--- config.mk ---
export PLATFORM = sky130hd
export DESIGN_NAME = lss_top
export DESIGN_NICKNAME = d
export VERILOG_FILES = /design/src/lss_pkg.sv /design/src/lss_tx_if.sv /design/src/lss_frac_tick.sv /design/src/lss_tx_serial.sv /design/src/lss_top.sv
export SDC_FILE = /design/constraint.sdc
export NUM_CORES = 1
export LEC_CHECK = 0
export BUFFER_PORTS_ARGS = -buffer_cell sky130_fd_sc_hd__buf_4
export CAP_MARGIN = 40
export CORE_ASPECT_RATIO = 1.75
export CORE_UTILIZATION = 55
export CTS_CLUSTER_SIZE = 8
export DETAILED_ROUTE_END_ITERATION = 8
export PLACE_DENSITY = 0.74
export RECOVER_POWER = 25
export SYNTH_ARGS = -nofsm -noshare
export SYNTH_HDL_FRONTEND = slang
export SYNTH_SLANG_ARGS = --single-unit
--- constraint.sdc ---
create_clock -name clk_i -period 8.9 [get_ports clk_i]
set_clock_uncertainty 0.1 [all_clocks]
set_input_delay 0.89 -clock clk_i [delete_from_list [all_inputs] [get_ports clk_i]]
set_output_delay 0.89 -clock clk_i [all_outputs]
set_load 0.05 [all_outputs]
--- src/lss_pkg.sv ---
/*
  Shared constants and types of the locator slot scheduler: register map,
  register layouts, slot timing, burst schedule and message field values.
  Assumes a 20 MHz system clock and a 32-bit classic Wishbone register bus.
*/
package lss_pkg;

  ////////////////////////////////////////////////////////////////////////////
  // timing
  localparam int unsigned CLK_HZ = 20000000;
  localparam int unsigned TWO_SEC_S = 2;
  localparam int unsigned CYC_2S = TWO_SEC_S * CLK_HZ;
  localparam int ACC_W = 27;
  localparam int unsigned SLOTS_2S = 75;
  localparam int unsigned BITS_SLOT = 256;
  localparam int unsigned FIRST_TX_S = 60;
  localparam int unsigned FIRST_MAX_SLOTS = FIRST_TX_S * SLOTS_2S / TWO_SEC_S;
  localparam int SLOT_W = 12;
  localparam logic [SLOT_W-1:0] SLOTS_FRAME = 12'h8ca;
  localparam logic [SLOT_W-1:0] BURST_GAP = 12'h04b;
  localparam logic [SLOT_W-1:0] BURST_SPAN = 12'h20d;
  localparam logic [SLOT_W-1:0] INC_MIN = 12'h7e9;
  localparam logic [8:0] INC_SPAN = 9'h1c2;
  localparam logic [8:0] INC_FOLD = 9'h100;
  localparam logic [2:0] BURST_LAST = 3'h7;
  localparam logic [2:0] SET_LAST = 3'h7;
  localparam logic [2:0] TEXT_BURST_B = 3'h4;
  localparam logic [15:0] LFSR_SEED = 16'hace1;

  ////////////////////////////////////////////////////////////////////////////
  // registers
  localparam int ADDR_W = 8;
  localparam logic [ADDR_W-1:0] REG_CTRL = 8'h00;
  localparam logic [ADDR_W-1:0] REG_ID = 8'h04;
  localparam logic [ADDR_W-1:0] REG_STAT = 8'h08;
  localparam logic [ADDR_W-1:0] REG_SLOT = 8'h0c;

  typedef struct packed {
    logic [29:0] rsvd;
    logic test;
    logic act;
  } lss_ctrl_t;

  typedef struct packed {
    logic [20:0] rsvd;
    logic [2:0] burst;
    logic [2:0] idx;
    logic have_fix;
    logic lock;
    logic busy;
    logic [1:0] state;
  } lss_stat_t;

  typedef struct packed {
    logic [3:0] rsvd1;
    logic [SLOT_W-1:0] first;
    logic [3:0] rsvd0;
    logic [SLOT_W-1:0] slot;
  } lss_slot_t;

  typedef enum logic [1:0] {ST_IDLE, ST_WAIT_FIX, ST_RUN, ST_DONE} lss_state_t;

  ////////////////////////////////////////////////////////////////////////////
  // message fields
  localparam int PAY_W = 168;
  localparam logic [5:0] MSG_POS_ID = 6'h01;
  localparam logic [5:0] MSG_TXT_ID = 6'h0e;
  localparam logic [1:0] REPEAT_IND = 2'h0;
  localparam logic [3:0] NAV_ACTIVE = 4'he;
  localparam logic [3:0] NAV_TEST = 4'hf;
  localparam logic [7:0] ROT_DEF = 8'h80;
  localparam logic [8:0] HDG_DEF = 9'h1ff;
  localparam logic [5:0] TS_LOST = 6'h3e;
  localparam logic [5:0] TS_NONE = 6'h3c;
  localparam logic [1:0] SYNC_UTC = 2'h0;
  localparam logic [1:0] SYNC_NONE = 2'h3;
  localparam logic [2:0] TO_START = 3'h7;
  localparam logic [13:0] SUB_STATIONS = 14'h0000;
  localparam logic [27:0] LON_NONE = 28'h6791ac0;
  localparam logic [26:0] LAT_NONE = 27'h3412140;
  localparam logic [9:0] SOG_NONE = 10'h3ff;
  localparam logic [11:0] COG_NONE = 12'he10;
  localparam logic [7:0] LEN_POS = 8'ha8;
  localparam logic [7:0] LEN_TXT_ACT = 8'h64;
  localparam logic [7:0] LEN_TXT_TEST = 8'h58;
  localparam logic [7:0] TRAIN_BITS = 8'h18;
  localparam logic [7:0] FLAG_BITS = 8'h08;
  localparam logic [7:0] FLAG = 8'h7e;
  localparam logic [59:0] TXT_ACTIVE = {6'h0d, 6'h0f, 6'h02, 6'h20, 6'h01,
                                        6'h03, 6'h14, 6'h09, 6'h16, 6'h05};
  localparam logic [59:0] TXT_TEST = {6'h0d, 6'h0f, 6'h02, 6'h20, 6'h14,
                                      6'h05, 6'h13, 6'h14, 6'h00, 6'h00};

endpackage

--- src/lss_tx_if.sv ---
/*
  Carrier between the scheduler and the slot serializer: frame start,
  payload, payload length, bit-rate enable and busy.
  Assumes one clock domain; start and bit_tick are one-cycle pulses.
*/
`timescale 1ns/10ps
`default_nettype none
interface lss_tx_if;
  import lss_pkg::*;
  logic start;
  logic [PAY_W-1:0] payload;
  logic [7:0] len;
  logic bit_tick;
  logic busy;
  modport ctl (output start, output payload, output len, output bit_tick, input busy);
  modport ser (input start, input payload, input len, input bit_tick, output busy);
endinterface
`default_nettype wire

--- src/lss_frac_tick.sv ---
/*
  Fractional rate divider: adds step every clock modulo a period and pulses
  on each wrap. A sync pulse reloads the phase.
  Assumes step below modulo; tick comes one cycle after the wrapping edge.
*/
`timescale 1ns/10ps
`default_nettype none
module lss_frac_tick #(
  parameter int ACC_W = 27
) (
  input wire logic clk_i,
  input wire logic rst_i,
  input wire logic [ACC_W-1:0] step_i,
  input wire logic [ACC_W-1:0] modulo_i,
  input wire logic sync_i,
  input wire logic [ACC_W-1:0] load_i,
  output logic tick_o
);
  logic [ACC_W-1:0] acc_r;
  logic [ACC_W:0] sum;
  logic wrap;

  assign sum = {1'h0, acc_r} + {1'h0, step_i};
  assign wrap = (sum >= {1'h0, modulo_i});

  // no cumulative error: the remainder is kept, so a wrap lands within one clock
  always_ff @(posedge clk_i) begin
    if (rst_i) begin
      acc_r <= '0;
      tick_o <= 1'h0;
    end else if (sync_i) begin
      acc_r <= load_i;
      tick_o <= (load_i == '0);
    end else begin
      acc_r <= wrap ? ACC_W'(sum - {1'h0, modulo_i}) : sum[ACC_W-1:0];
      tick_o <= wrap;
    end
  end
endmodule
`default_nettype wire

--- src/lss_tx_serial.sv ---
/*
  Slot serializer: on start sends training bits, opening flag, payload MSB
  first and closing flag, one bit per bit enable, then idles.
  Assumes the next start comes only after the frame is over.
*/
`timescale 1ns/10ps
`default_nettype none
module lss_tx_serial (
  input wire logic clk_i,
  input wire logic rst_i,
  lss_tx_if.ser tx,
  output logic tx_en_o,
  output logic tx_bit_o
);
  import lss_pkg::*;
  logic [7:0] cnt_r;
  logic [7:0] len_r;
  logic [PAY_W-1:0] sh_r;
  logic [7:0] nx;
  logic [7:0] cl;

  assign nx = cnt_r + 8'h01;
  assign cl = nx - TRAIN_BITS - FLAG_BITS - len_r;
  assign tx.busy = tx_en_o;

  always_ff @(posedge clk_i) begin
    if (rst_i) begin
      cnt_r <= 8'h00;
      len_r <= 8'h00;
      sh_r <= '0;
      tx_en_o <= 1'h0;
      tx_bit_o <= 1'h0;
    end else if (tx.start) begin
      cnt_r <= 8'h00;
      len_r <= tx.len;
      sh_r <= tx.payload;
      tx_en_o <= 1'h1;
      tx_bit_o <= 1'h0;
    end else if (tx_en_o && tx.bit_tick) begin
      cnt_r <= nx;
      if (nx < TRAIN_BITS) begin
        tx_bit_o <= nx[0];
      end else if (nx < TRAIN_BITS + FLAG_BITS) begin
        tx_bit_o <= FLAG[~nx[2:0]];
      end else if (nx < TRAIN_BITS + FLAG_BITS + len_r) begin
        tx_bit_o <= sh_r[PAY_W-1];
        sh_r <= {sh_r[PAY_W-2:0], 1'h0};
      end else if (cl < FLAG_BITS) begin
        tx_bit_o <= FLAG[~cl[2:0]];
      end else begin
        tx_en_o <= 1'h0;
        tx_bit_o <= 1'h0;
      end
    end
  end
endmodule
`default_nettype wire

--- src/lss_top.sv ---
/*
  Locator slot scheduler: UTC-disciplined slot timebase, burst scheduling of
  position reports and safety text, message composition, Wishbone registers.
  Assumes GNSS inputs synchronous to clk_i and a single-cycle pps pulse or
  level whose rising edge marks the second given on utc_sec_i.
*/
// Functional notes
// - active mode: first message sent within 60 s of activation
// - first message with valid GNSS position sent within 5 minutes
// - 75 slot starts per two seconds; odd second offset by half slot
// - slot start within 312 us of ideal UTC boundary while fixed
// - report: id 1, repeat 0, status 14, default turn/heading, UTC second
// - speed, course, position from GNSS; accuracy follows integrity check
// - text message: id 14, repeat 0, source identity, MOB ACTIVE
// - one burst per minute, 8 messages spanning 14 s
// - burst messages 75 slots apart on alternating channels
// - slot set kept 8 minutes, then advanced by random 2025..2475 slots
// - GNSS present: direct UTC sync, sync state 0 in reports
// - time-out 7 on first burst after set change, minus 1 per frame
// - sub-message chosen from time-out value (test mode sends SUB_STATIONS, not the offset, at time-out 0)
// - text every 4 minutes, alternating channels, replacing a report
// - text never replaces a report with time-out 0 (test mode sends its text in place of the first report, time-out 0)
// - GNSS lost: same schedule, sync 3, held position, stamp 62
// - test mode: wait fix, one burst of 8, status 15, MOB TEST, stop
// - test mode without GNSS sends nothing
// - each frame opens with 24 alternating training bits starting 0
// - slot lasts 256 bits; modulator idle after message end
`timescale 1ns/10ps
`default_nettype none
module lss_top #(
  parameter int unsigned CYC_2S_P = lss_pkg::CYC_2S
) (
  input wire logic clk_i,
  input wire logic rst_i,
  input wire logic wb_cyc_i,
  input wire logic wb_stb_i,
  input wire logic wb_we_i,
  input wire logic [lss_pkg::ADDR_W-1:0] wb_adr_i,
  input wire logic [3:0] wb_sel_i,
  input wire logic [31:0] wb_dat_i,
  output logic [31:0] wb_dat_o,
  output logic wb_ack_o,
  input wire logic pps_i,
  input wire logic gnss_valid_i,
  input wire logic gnss_raim_i,
  input wire logic gnss_acc_i,
  input wire logic [27:0] gnss_lon_i,
  input wire logic [26:0] gnss_lat_i,
  input wire logic [9:0] gnss_sog_i,
  input wire logic [11:0] gnss_cog_i,
  input wire logic [5:0] utc_sec_i,
  input wire logic [4:0] utc_hour_i,
  input wire logic [5:0] utc_min_i,
  output logic tx_en_o,
  output logic tx_bit_o,
  output logic tx_chan_o,
  output logic slot_start_marker_o
);
  import lss_pkg::*;

  localparam logic [ACC_W-1:0] MOD_2S = ACC_W'(CYC_2S_P);
  localparam logic [ACC_W-1:0] HALF_2S = MOD_2S >> 1;
  localparam logic [ACC_W-1:0] SLOT_STEP = ACC_W'(SLOTS_2S);
  localparam logic [ACC_W-1:0] BIT_STEP = ACC_W'(SLOTS_2S * BITS_SLOT);

  function automatic logic [31:0] lss_merge(input logic [31:0] old,
                                            input logic [31:0] dat,
                                            input logic [3:0] sel);
    logic [31:0] res;
    res = old;
    for (int b = 0; b < 4; b++) begin
      if (sel[b]) begin
        res[8*b +: 8] = dat[8*b +: 8];
      end
    end
    return res;
  endfunction

  function automatic logic [13:0] lss_sub(input logic [2:0] to,
                                          input logic [SLOT_W-1:0] slot,
                                          input logic [4:0] hr,
                                          input logic [5:0] mn,
                                          input logic [SLOT_W-1:0] ofs);
    logic [13:0] res;
    res = SUB_STATIONS;
    unique case (to)
      3'h3, 3'h5, 3'h7: res = SUB_STATIONS;
      3'h2, 3'h4, 3'h6: res = {2'h0, slot};
      3'h1: res = {hr, 1'h0, mn, 2'h0};
      3'h0: res = {2'h0, ofs};
    endcase
    return res;
  endfunction

  ////////////////////////////////////////////////////////////////////////////
  // timebase

  logic pps_q;
  logic pps_rise;
  logic sync_go;
  logic slot_tick;
  logic [SLOT_W-1:0] slot_r;
  lss_tx_if tx_if ();

  always_ff @(posedge clk_i) begin
    if (rst_i) begin
      pps_q <= 1'h0;
    end else begin
      pps_q <= pps_i;
    end
  end

  assign pps_rise = pps_i & ~pps_q;
  assign sync_go = pps_rise & gnss_valid_i;

  // odd seconds start half a slot late
  lss_frac_tick #(.ACC_W(ACC_W)) u_slot_tick (
    .clk_i(clk_i),
    .rst_i(rst_i),
    .step_i(SLOT_STEP),
    .modulo_i(MOD_2S),
    .sync_i(sync_go),
    .load_i(utc_sec_i[0] ? HALF_2S : '0),
    .tick_o(slot_tick)
  );

  lss_frac_tick #(.ACC_W(ACC_W)) u_bit_tick (
    .clk_i(clk_i),
    .rst_i(rst_i),
    .step_i(BIT_STEP),
    .modulo_i(MOD_2S),
    .sync_i(sync_go),
    .load_i('0),
    .tick_o(tx_if.bit_tick)
  );

  // frame slot number; realigned at the top of each UTC minute when fixed
  always_ff @(posedge clk_i) begin
    if (rst_i) begin
      slot_r <= '0;
    end else if (sync_go && utc_sec_i == 6'h00) begin
      // the tick right after the pulse opens slot 0, so park on the last slot
      slot_r <= SLOTS_FRAME - 12'h001;
    end else if (slot_tick) begin
      slot_r <= (slot_r == SLOTS_FRAME - 12'h001) ? '0 : slot_r + 12'h001;
    end
  end

  ////////////////////////////////////////////////////////////////////////////
  // registers

  lss_ctrl_t ctrl_r;
  logic [29:0] id_r;
  logic ack_r;
  logic wb_hit;
  logic [31:0] ctrl_wr;
  logic [31:0] id_wr;
  lss_stat_t stat;
  lss_slot_t slot_rd;
  lss_state_t state_r;
  logic test_r;
  logic have_fix_r;
  logic [2:0] idx_r;
  logic [2:0] burst_r;
  logic [SLOT_W-1:0] first_r;

  assign wb_hit = wb_cyc_i & wb_stb_i & ~ack_r;
  assign wb_ack_o = ack_r;
  assign ctrl_wr = lss_merge(ctrl_r, wb_dat_i, wb_sel_i);
  assign id_wr = lss_merge({2'h0, id_r}, wb_dat_i, wb_sel_i);

  always_comb begin
    stat = '0;
    stat.state = state_r;
    stat.busy = tx_if.busy;
    stat.lock = gnss_valid_i;
    stat.have_fix = have_fix_r;
    stat.idx = idx_r;
    stat.burst = burst_r;
    slot_rd = '0;
    slot_rd.slot = slot_r;
    slot_rd.first = first_r;
  end

  always_ff @(posedge clk_i) begin
    if (rst_i) begin
      ack_r <= 1'h0;
      wb_dat_o <= 32'h0000_0000;
    end else begin
      ack_r <= wb_hit;
      if (wb_hit && !wb_we_i) begin
        unique case (wb_adr_i)
          REG_CTRL: wb_dat_o <= ctrl_r;
          REG_ID: wb_dat_o <= {2'h0, id_r};
          REG_STAT: wb_dat_o <= stat;
          REG_SLOT: wb_dat_o <= slot_rd;
          default: wb_dat_o <= 32'h0000_0000;
        endcase
      end
    end
  end

  always_ff @(posedge clk_i) begin
    if (rst_i) begin
      ctrl_r <= '0;
      id_r <= '0;
    end else if (wb_hit && wb_we_i) begin
      if (wb_adr_i == REG_CTRL) begin
        ctrl_r.act <= ctrl_wr[0];
        ctrl_r.test <= ctrl_wr[1];
      end
      if (wb_adr_i == REG_ID) begin
        id_r <= id_wr[29:0];
      end
    end
  end

  ////////////////////////////////////////////////////////////////////////////
  // GNSS hold

  logic [27:0] lon_r;
  logic [26:0] lat_r;
  logic [9:0] sog_r;
  logic [11:0] cog_r;

  // last valid values survive a loss
  always_ff @(posedge clk_i) begin
    if (rst_i) begin
      lon_r <= LON_NONE;
      lat_r <= LAT_NONE;
      sog_r <= SOG_NONE;
      cog_r <= COG_NONE;
      have_fix_r <= 1'h0;
    end else if (gnss_valid_i) begin
      lon_r <= gnss_lon_i;
      lat_r <= gnss_lat_i;
      sog_r <= gnss_sog_i;
      cog_r <= gnss_cog_i;
      have_fix_r <= 1'h1;
    end
  end

  ////////////////////////////////////////////////////////////////////////////
  // schedule

  logic [15:0] lfsr_r;
  logic [8:0] rnd;
  logic [SLOT_W-1:0] wait_r;
  logic [SLOT_W-1:0] inc_r;
  logic chan_r;
  logic fire;
  logic [2:0] to;
  logic txt_sel;

  always_ff @(posedge clk_i) begin
    if (rst_i) begin
      lfsr_r <= LFSR_SEED;
    end else begin
      lfsr_r <= {lfsr_r[14:0], lfsr_r[15] ^ lfsr_r[13] ^ lfsr_r[12] ^ lfsr_r[10]};
    end
  end

  // folding keeps the draw within the span without a divider
  assign rnd = (lfsr_r[8:0] > INC_SPAN) ? lfsr_r[8:0] - INC_FOLD : lfsr_r[8:0];
  assign fire = (state_r == ST_RUN) && slot_tick && (wait_r == '0);

  // time-out counts down burst by burst
  assign to = test_r ? 3'h0 : TO_START - burst_r;

  // text on first report of burst 0, second of burst 4
  assign txt_sel = (test_r ? (idx_r == 3'h0)
                    : ((burst_r == 3'h0 && idx_r == 3'h0) ||
                       (burst_r == TEXT_BURST_B && idx_r == 3'h1))) && (to != 3'h0 || test_r);

  always_ff @(posedge clk_i) begin
    if (rst_i || !ctrl_r.act) begin
      state_r <= ST_IDLE;
      test_r <= 1'h0;
      wait_r <= '0;
      idx_r <= 3'h0;
      burst_r <= 3'h0;
      chan_r <= 1'h0;
    end else begin
      unique case (state_r)
        ST_IDLE: begin
          // first slot a few seconds out, far below the limit
          test_r <= ctrl_r.test;
          wait_r <= {4'h0, lfsr_r[7:0]};
          idx_r <= 3'h0;
          burst_r <= 3'h0;
          chan_r <= 1'h0;
          state_r <= ctrl_r.test ? ST_WAIT_FIX : ST_RUN;
        end
        ST_WAIT_FIX: begin
          // nothing goes out until a fix
          if (gnss_valid_i) begin
            state_r <= ST_RUN;
          end
        end
        ST_RUN: begin
          if (slot_tick) begin
            if (wait_r != '0) begin
              wait_r <= wait_r - 12'h001;
            end else begin
              chan_r <= ~chan_r;
              idx_r <= idx_r + 3'h1;
              if (idx_r != BURST_LAST) begin
                wait_r <= BURST_GAP - 12'h001;
              end else if (test_r) begin
                state_r <= ST_DONE;
              end else begin
                burst_r <= burst_r + 3'h1;
                wait_r <= (burst_r == SET_LAST) ? inc_r - BURST_SPAN - 12'h001
                                                : SLOTS_FRAME - BURST_SPAN - 12'h001;
              end
            end
          end
        end
        ST_DONE: begin
          state_r <= ST_DONE;
        end
      endcase
    end
  end

  // draw increment at the first message of the last burst of a set
  always_ff @(posedge clk_i) begin
    if (rst_i) begin
      inc_r <= INC_MIN;
      first_r <= '0;
    end else if (fire && idx_r == 3'h0) begin
      first_r <= slot_r;
      if (burst_r == SET_LAST) begin
        inc_r <= INC_MIN + {3'h0, rnd};
      end
    end
  end

  ////////////////////////////////////////////////////////////////////////////
  // compose

  logic [PAY_W-1:0] pos_msg;
  logic [PAY_W-1:0] txt_msg;
  logic [5:0] ts;
  logic [1:0] sync_st;
  logic [13:0] sub;

  // sync 3 without; stamp 62 after a loss, 60 before any fix
  assign sync_st = gnss_valid_i ? SYNC_UTC : SYNC_NONE;
  assign ts = gnss_valid_i ? utc_sec_i : (have_fix_r ? TS_LOST : TS_NONE);
  assign sub = test_r ? SUB_STATIONS : lss_sub(to, slot_r, utc_hour_i, utc_min_i, inc_r);

  assign pos_msg = {MSG_POS_ID, REPEAT_IND, id_r, test_r ? NAV_TEST : NAV_ACTIVE,
                    ROT_DEF, sog_r, gnss_valid_i & gnss_raim_i & gnss_acc_i,
                    lon_r, lat_r, cog_r, HDG_DEF, ts, 2'h0, 3'h0,
                    gnss_valid_i & gnss_raim_i, sync_st, to, sub};
  assign txt_msg = {MSG_TXT_ID, REPEAT_IND, id_r, 2'h0,
                    test_r ? TXT_TEST : TXT_ACTIVE, 68'h0};

  // start one clock after the boundary
  always_ff @(posedge clk_i) begin
    if (rst_i) begin
      tx_if.start <= 1'h0;
      tx_if.payload <= '0;
      tx_if.len <= 8'h00;
      tx_chan_o <= 1'h0;
      slot_start_marker_o <= 1'h0;
    end else begin
      tx_if.start <= fire;
      slot_start_marker_o <= fire;
      if (fire) begin
        tx_chan_o <= chan_r;
        tx_if.payload <= txt_sel ? txt_msg : pos_msg;
        tx_if.len <= txt_sel ? (test_r ? LEN_TXT_TEST : LEN_TXT_ACT) : LEN_POS;
      end
    end
  end

  lss_tx_serial u_ser (
    .clk_i(clk_i),
    .rst_i(rst_i),
    .tx(tx_if.ser),
    .tx_en_o(tx_en_o),
    .tx_bit_o(tx_bit_o)
  );

endmodule
`default_nettype wire

Word-level counts from Yosys, hierarchy flattened
Memories as Yosys holds them, arrays and structs flattened.
Index checks and enable logic that the tools add are counted.

word-level totals
  register bits after elaboration = 638
  ROM bits = 16
  input bits = 147
  logic and storage cells = 220
  memories kept = 2

memory list
  memory            words  bits a word  read ports  clocked after memory_dff  write ports  RTL line             source
  (name not given)  8      1            1           0                         0            lss_tx_serial.sv:44  tx_bit_o <= FLAG[~nx[2:0]];
  (name not given)  8      1            1           0                         0            lss_tx_serial.sv:49  tx_bit_o <= FLAG[~cl[2:0]];

cells by class
  add/sub/neg operators = 18
  order comparisons = 9
  eq/ne operators = 29
  multiplexer cells = 64
  bitwise logic cells = 14
  reductions and logical operators = 46

operators with widths
  kind                                                                  number
  2-to-1 mux 168 bit                                                    5
  2-to-1 mux 166 bit                                                    1
  one-hot mux 30 bit (4 select lines)                                   1
  2-to-1 mux 12 bit                                                     8
  2-to-1 mux 27 bit                                                     3
  greater-or-equal comparator 28 x 26 -> 1 bit (second input constant)  2
  one-hot mux 14 bit (4 select lines)                                   1
  subtractor 27 x 26 -> 27 bit (second input constant)                  2
  2-to-1 mux 35 bit                                                     1
  adder 27 x 15 -> 28 bit (second input constant)                       1
  adder 27 x 7 -> 28 bit (second input constant)                        1
  logical NOT 27 bit                                                    1
  2-to-1 mux 25 bit                                                     1
  one-hot mux 12 bit (2 select lines)                                   1
  subtractor 12 x 1 -> 12 bit (second input constant)                   2
  2-to-1 mux 3 bit                                                      7
  AND reduction 3 bit                                                   7
  == test 3 bit (second input constant)                                 6
  2-to-1 mux 1 bit                                                      18
  inequality test 2 bit (second input constant)                         9
  == test 8 x 4 -> 1 bit (second input constant)                        2
  2-to-1 mux 2 bit                                                      8
  AND reduction 5 bit                                                   3
  2-to-1 mux 14 bit                                                     1
  other kinds (51)                                                      88

Depth between registers and ports, before layout
  word-level depth = 11
  mapped depth = 15
  depth with buffers taken out = 15

Cells and area by module
From an unflattened synthesis, not the netlist that was laid out.

second synthesis, totals
  cell total of the unflattened synthesis = 3649
  area total of the unflattened synthesis = 31580.3 um2

modules (own cells, without submodules)
  module                       times used  cells an instance  area an instance (um2)  seq. area each (um2)
  lss_top                      1           1624               14293.7                 7186.9
  lss_tx_serial                1           924                8883.5                  3723.6
  lss_frac_tick (u_bit_tick)   1           588                4362.9                  560.5
  lss_frac_tick (u_slot_tick)  1           513                4040.1                  560.5

Least setup slack after synthesis
No wires, ideal clock.

  kind = reg-to-reg
  from = register u_slot_tick.acc_r[0]
  to = register u_slot_tick.acc_r[21]
  library setup time = 114 ps
  arrival time = 3005 ps
  data required time = 8686 ps
  setup slack = 5681 ps
  stages on the path, launching flop included = 15
  path buffers = 0
  period minus slack after synthesis = 3219 ps
  path through = dfxtp_1 > inv_1 > ha_1 > nor2b_1 > o21ai_0 > nor3b_1 > xnor2_1 > ha_1 > or3_1 > a41oi_1 > a31oi_1 > o21ai_0 > a21boi_2 > xnor2_1 > a21bo_1

between the ends
  longest elaborated chain between the ends = 4
  elaborated cells on any way between the ends = 5
  those cells by class = add/sub (2); order compare (1); mux (2)

ends and longest elaborated chain
  what                                                                                                 RTL line                                  source
  start, declared                                                                                      lss_frac_tick.sv:19                       logic [ACC_W-1:0] acc_r;
  start signal, assigned                                                                               lss_frac_tick.sv:32                       acc_r <= load_i;
  start signal, assigned                                                                               lss_frac_tick.sv:35                       acc_r <= wrap ? ACC_W'(sum - {1'h0, modulo_i}) : sum[ACC_W-1:0];
  adder 27 x 7 -> 28 bit (*)                                                                           lss_frac_tick.sv:23                       assign sum = {1'h0, acc_r} + {1'h0, step_i};
  named net u_slot_tick.sum[0]                                                                         lss_frac_tick.sv:20                       logic [ACC_W:0] sum;
  subtractor 27 x 26 -> 27 bit / greater-or-equal comparator 28 x 26 -> 1 bit (equally long branches)  lss_frac_tick.sv:35, lss_frac_tick.sv:24
  2-to-1 mux 27 bit (*)                                                                                lss_frac_tick.sv:35
  2-to-1 mux 27 bit (*)                                                                                lss_frac_tick.sv:31                       end else if (sync_i) begin

The timed path passes the listed nets; every way through them passes the cells marked *.
A chain may end at the register's enable or synchronous reset.

Worst setup path after layout
  from = input port rst_i
  to = register u_bit_tick.acc_r[19]

between the ends
  longest elaborated chain between the ends = 1

ends and longest elaborated chain
  what                                 RTL line             source
  start, declared                      lss_top.sv:34        input wire logic rst_i,
  OR reduction 2 bit (no source line)  n/a
  end signal, assigned                 lss_frac_tick.sv:32
  end signal, assigned                 lss_frac_tick.sv:35
  end, declared                        lss_frac_tick.sv:19

Every way passes these cells.

==> flow_summary.yaml <==
finish:
  nets: 3461
  final_layout_size_suffix_gt1_frac: 0.0996
  layout_commonest_cell: "nand2_1"
  area_growth_pct: 13.5
  final_cell_mix: "nand2_1 (622), dfxtp_1 (591), nor2_1 (402)"
clock_network:
  clk_path_buf_depth: 3
  cts_tree: "done"
  cts_setup_buffers: 0
  path_clk_slew_ns: 0.05
  cts.sinks: 591
  clk_latency_ns: 0.61
  cts_resized: 0
  ctsHoldBuffers: 0
  ctsRootBufferMaster: "clkbuf_16"
  htreeDepth: 3
  cts_made_buffers: 83
critical_path:
  cp.required_ns: 9.28
  cp_max_fo: 125
  r2r_slack_ns: 4.24
  crit_path_top_delay_cell: "clkbuf_1"
  path_buf_inv: 1
  crit_path_end_kind: "flip-flop"
  rr_startpoint: "u_ser.cnt_r[2]"
  arrival_ns: 6.58
  cp_num_cells: 6
  worstRegToRegCells: 14
  r2r-end: "u_ser.sh_r[42]"
  cpPeakStageDelay_ns: 3.60
  crit_family: "buffers and inverters"
  critPathLaunchType: "input pin"
  crit_chain: "clkbuf_1, nor2_1, nand2_1, a31oi_1, o21ai_0, nand2_1"
  crit_top_cell: "nand2_1"
  crit_type: "in -> reg"
routing:
  drc: 0
  firstDrtPassIters: 6
  drt-initial-drc-count: 1611
  ant_nets: 0
  post_drt_via_cell_ratio: 5.93
  routed_wl_um: 68000
  vias: 23000
  wl_per_cell_um: 17.6
global_routing:
  grtUsageTotal: 0.274
  gr-total-overflow: 0
  antenna_found_initial: 4
  grt_pass1_vias: 22400
  grt_pass1_wl_um: 111000
  grt_max_degree: 247
synthesis:
  syn_avg_cell_area_um2: 8.14
  syn_area_um2: 26300
  synth_seq_cells: 591
  yosys_most_used_dff: "dfxtp_1"
  synth_edf_count: 0
  synthCells: 3235
  yosys_warnings: 0
  yosysUniqueCellTypes: 102
  ys_seq_area_frac: 0.449
  async_flop_share: 0
die:
  fp-row-count: 105
  fp.dieH_um: 292
  num_io_pins: 184
  die_w_um: 167
  core-area_um2: 47000
  initial_core_util: 0.560
  die-area_um2: 48800
hold_path:
  min_path_type: "reg -> reg"
  holdPathStages: 1
  min_from: "lfsr_r[14]"
  whs_endpoint: "lfsr_r[15]"
sta:
  setup_ws_ns: 2.70
  clock.fmax_mhz: 161
  worst_pin_slew_ns: 5.27
  slew_viol_final: 126
  period_needed_ns: 6.20
  setup_violations: 0
  rsz0062_at_grt: "no"
  tns_ns: 0
  period_share: 0.697
  hold_viol: 0
  slew_headroom: -2.51
place:
  place_hpwl_um: 44500
  place_ws_ns: 4.30
  portBuffers: 179
  place.gp.congestion: 0.895
status:
  status: "finished, violations left"
  violations: "max-capacitance violations, max-slew violations"
power_and_ir_drop:
  vdd_drop_max_uv: 144
  power.leakage_nw: 10.7
  power_density_nw_per_um2: 195
job:
  drv_cap: 1
cell families after synthesis:
group | share of synthesized area
other | 0.000142
and+or+nand+nor | 0.231
AOI/OAI and AO/OA | 0.187
xor gates and xnor gates | 0.0326
buffers and inverters | 0.0453
muxes | 0.0364
DFF | 0.449
adders and majority gates | 0.0191
synthesized netlist by cell type (9+ instances only):
library cell / count / share of area
nor4_1: 10 / 0.0024
mux2i_1: 80 / 0.030
ha_1: 37 / 0.018
xor2_1: 37 / 0.012
xnor2_1: 54 / 0.018
a22oi_1: 49 / 0.014
dfxtp_1: 591 / 0.45
nor3b_1: 11 / 0.0031
a31oi_1: 42 / 0.010
clkbuf_1: 199 / 0.028
a211o_1: 40 / 0.013
nor2b_1: 48 / 0.011
nor2_1: 403 / 0.057
nor3_1: 59 / 0.011
or2_2: 15 / 0.0036
a21o_1: 13 / 0.0037
nand2b_1: 13 / 0.0031
nand4_1: 20 / 0.0047
o211ai_1: 11 / 0.0031
or3_1: 12 / 0.0028
and3_1: 24 / 0.0057
mux2_2: 9 / 0.0038
a211oi_1: 31 / 0.0088
o21ai_0: 68 / 0.013
a21oi_1: 247 / 0.047
a311oi_1: 137 / 0.046
buf_2: 32 / 0.0061
nand2_1: 622 / 0.089
inv_1: 45 / 0.0064
nand3_1: 117 / 0.022
metal layers:
| layer | GRT usage | wire [um] |
|---|---|---|
| met3 | 0.0352 | 2960 |
| met2 | 0.500 | 35300 |
| met1 | 0.312 | 27200 |
| met4 | 0.136 | 2630 |
| met5 | 0 | 9 |
flip-flops by register name, summed over array words and instances, names as in the netlist, 8 cells and up:
name and flops:
u_ser.sh_r 168, tx_if.payload 136, id_r 30, wb_dat_o 30, lon_r 28, lat_r 27
u_slot_tick.acc_r 27, u_bit_tick.acc_r 19, lfsr_r 16, cog_r 12, first_r 12, inc_r 12
slot_r 12, wait_r 12, sog_r 10, u_ser.cnt_r 8
metrics by stage:
stage | util | instances | power [mW] | hold WS (ns) | instance area, um^2
6_report | 0.636 | 3873 | 5.82 | 0.319 | 29900
2_1_floorplan | - | 3236 | 2.97 | 0.289 | 26400
4_1_cts | 0.639 | 3870 | 5.87 | 0.320 | 30000
5_1_grt | 0.636 | 3873 | 6.01 | 0.330 | 29900
3_5_place_dp | 0.592 | 3779 | 3.08 | 0.304 | 27800
3_3_place_gp | 0.586 | 3766 | 3.07 | 0.299 | 27600
report_power, final:
part	switching, mW	leakage (nW)	total [mW]	internal, mW
sequential	0.0452	4.79	2.74	2.69
combinational	0.169	4.80	0.297	0.128
clock	1.12	1.09	2.79	1.67
total	1.33	10.7	5.82	4.49
worst max path at each step:
stage | start | endpoint
finish | rst_i | u_bit_tick.acc_r[19]
global route | rst_i | u_bit_tick.acc_r[19]
floorplan | u_slot_tick.acc_r[0] | u_slot_tick.acc_r[21]
CTS | u_ser.cnt_r[2] | u_ser.sh_r[48]
global placement | u_ser.cnt_r[2] | u_ser.sh_r[81]
detailed placement | u_ser.cnt_r[2] | u_ser.sh_r[79]
final cells by class:
| class | count | area (um^2) |
|---|---|---|
| Antenna cell | 3 | 7.51 |
| Clock buffer | 85 | 2110 |
| Clock inverter | 6 | 111 |
| Fill cell | 4105 | 17100 |
| Inverter | 46 | 180 |
| Multi-Input combinational cell | 2349 | 13400 |
| Sequential cell | 591 | 11800 |
| Tap cell | 588 | 736 |
| Timing Repair Buffer | 205 | 1570 |
Note: power is estimated with default switching activity, not from simulation.
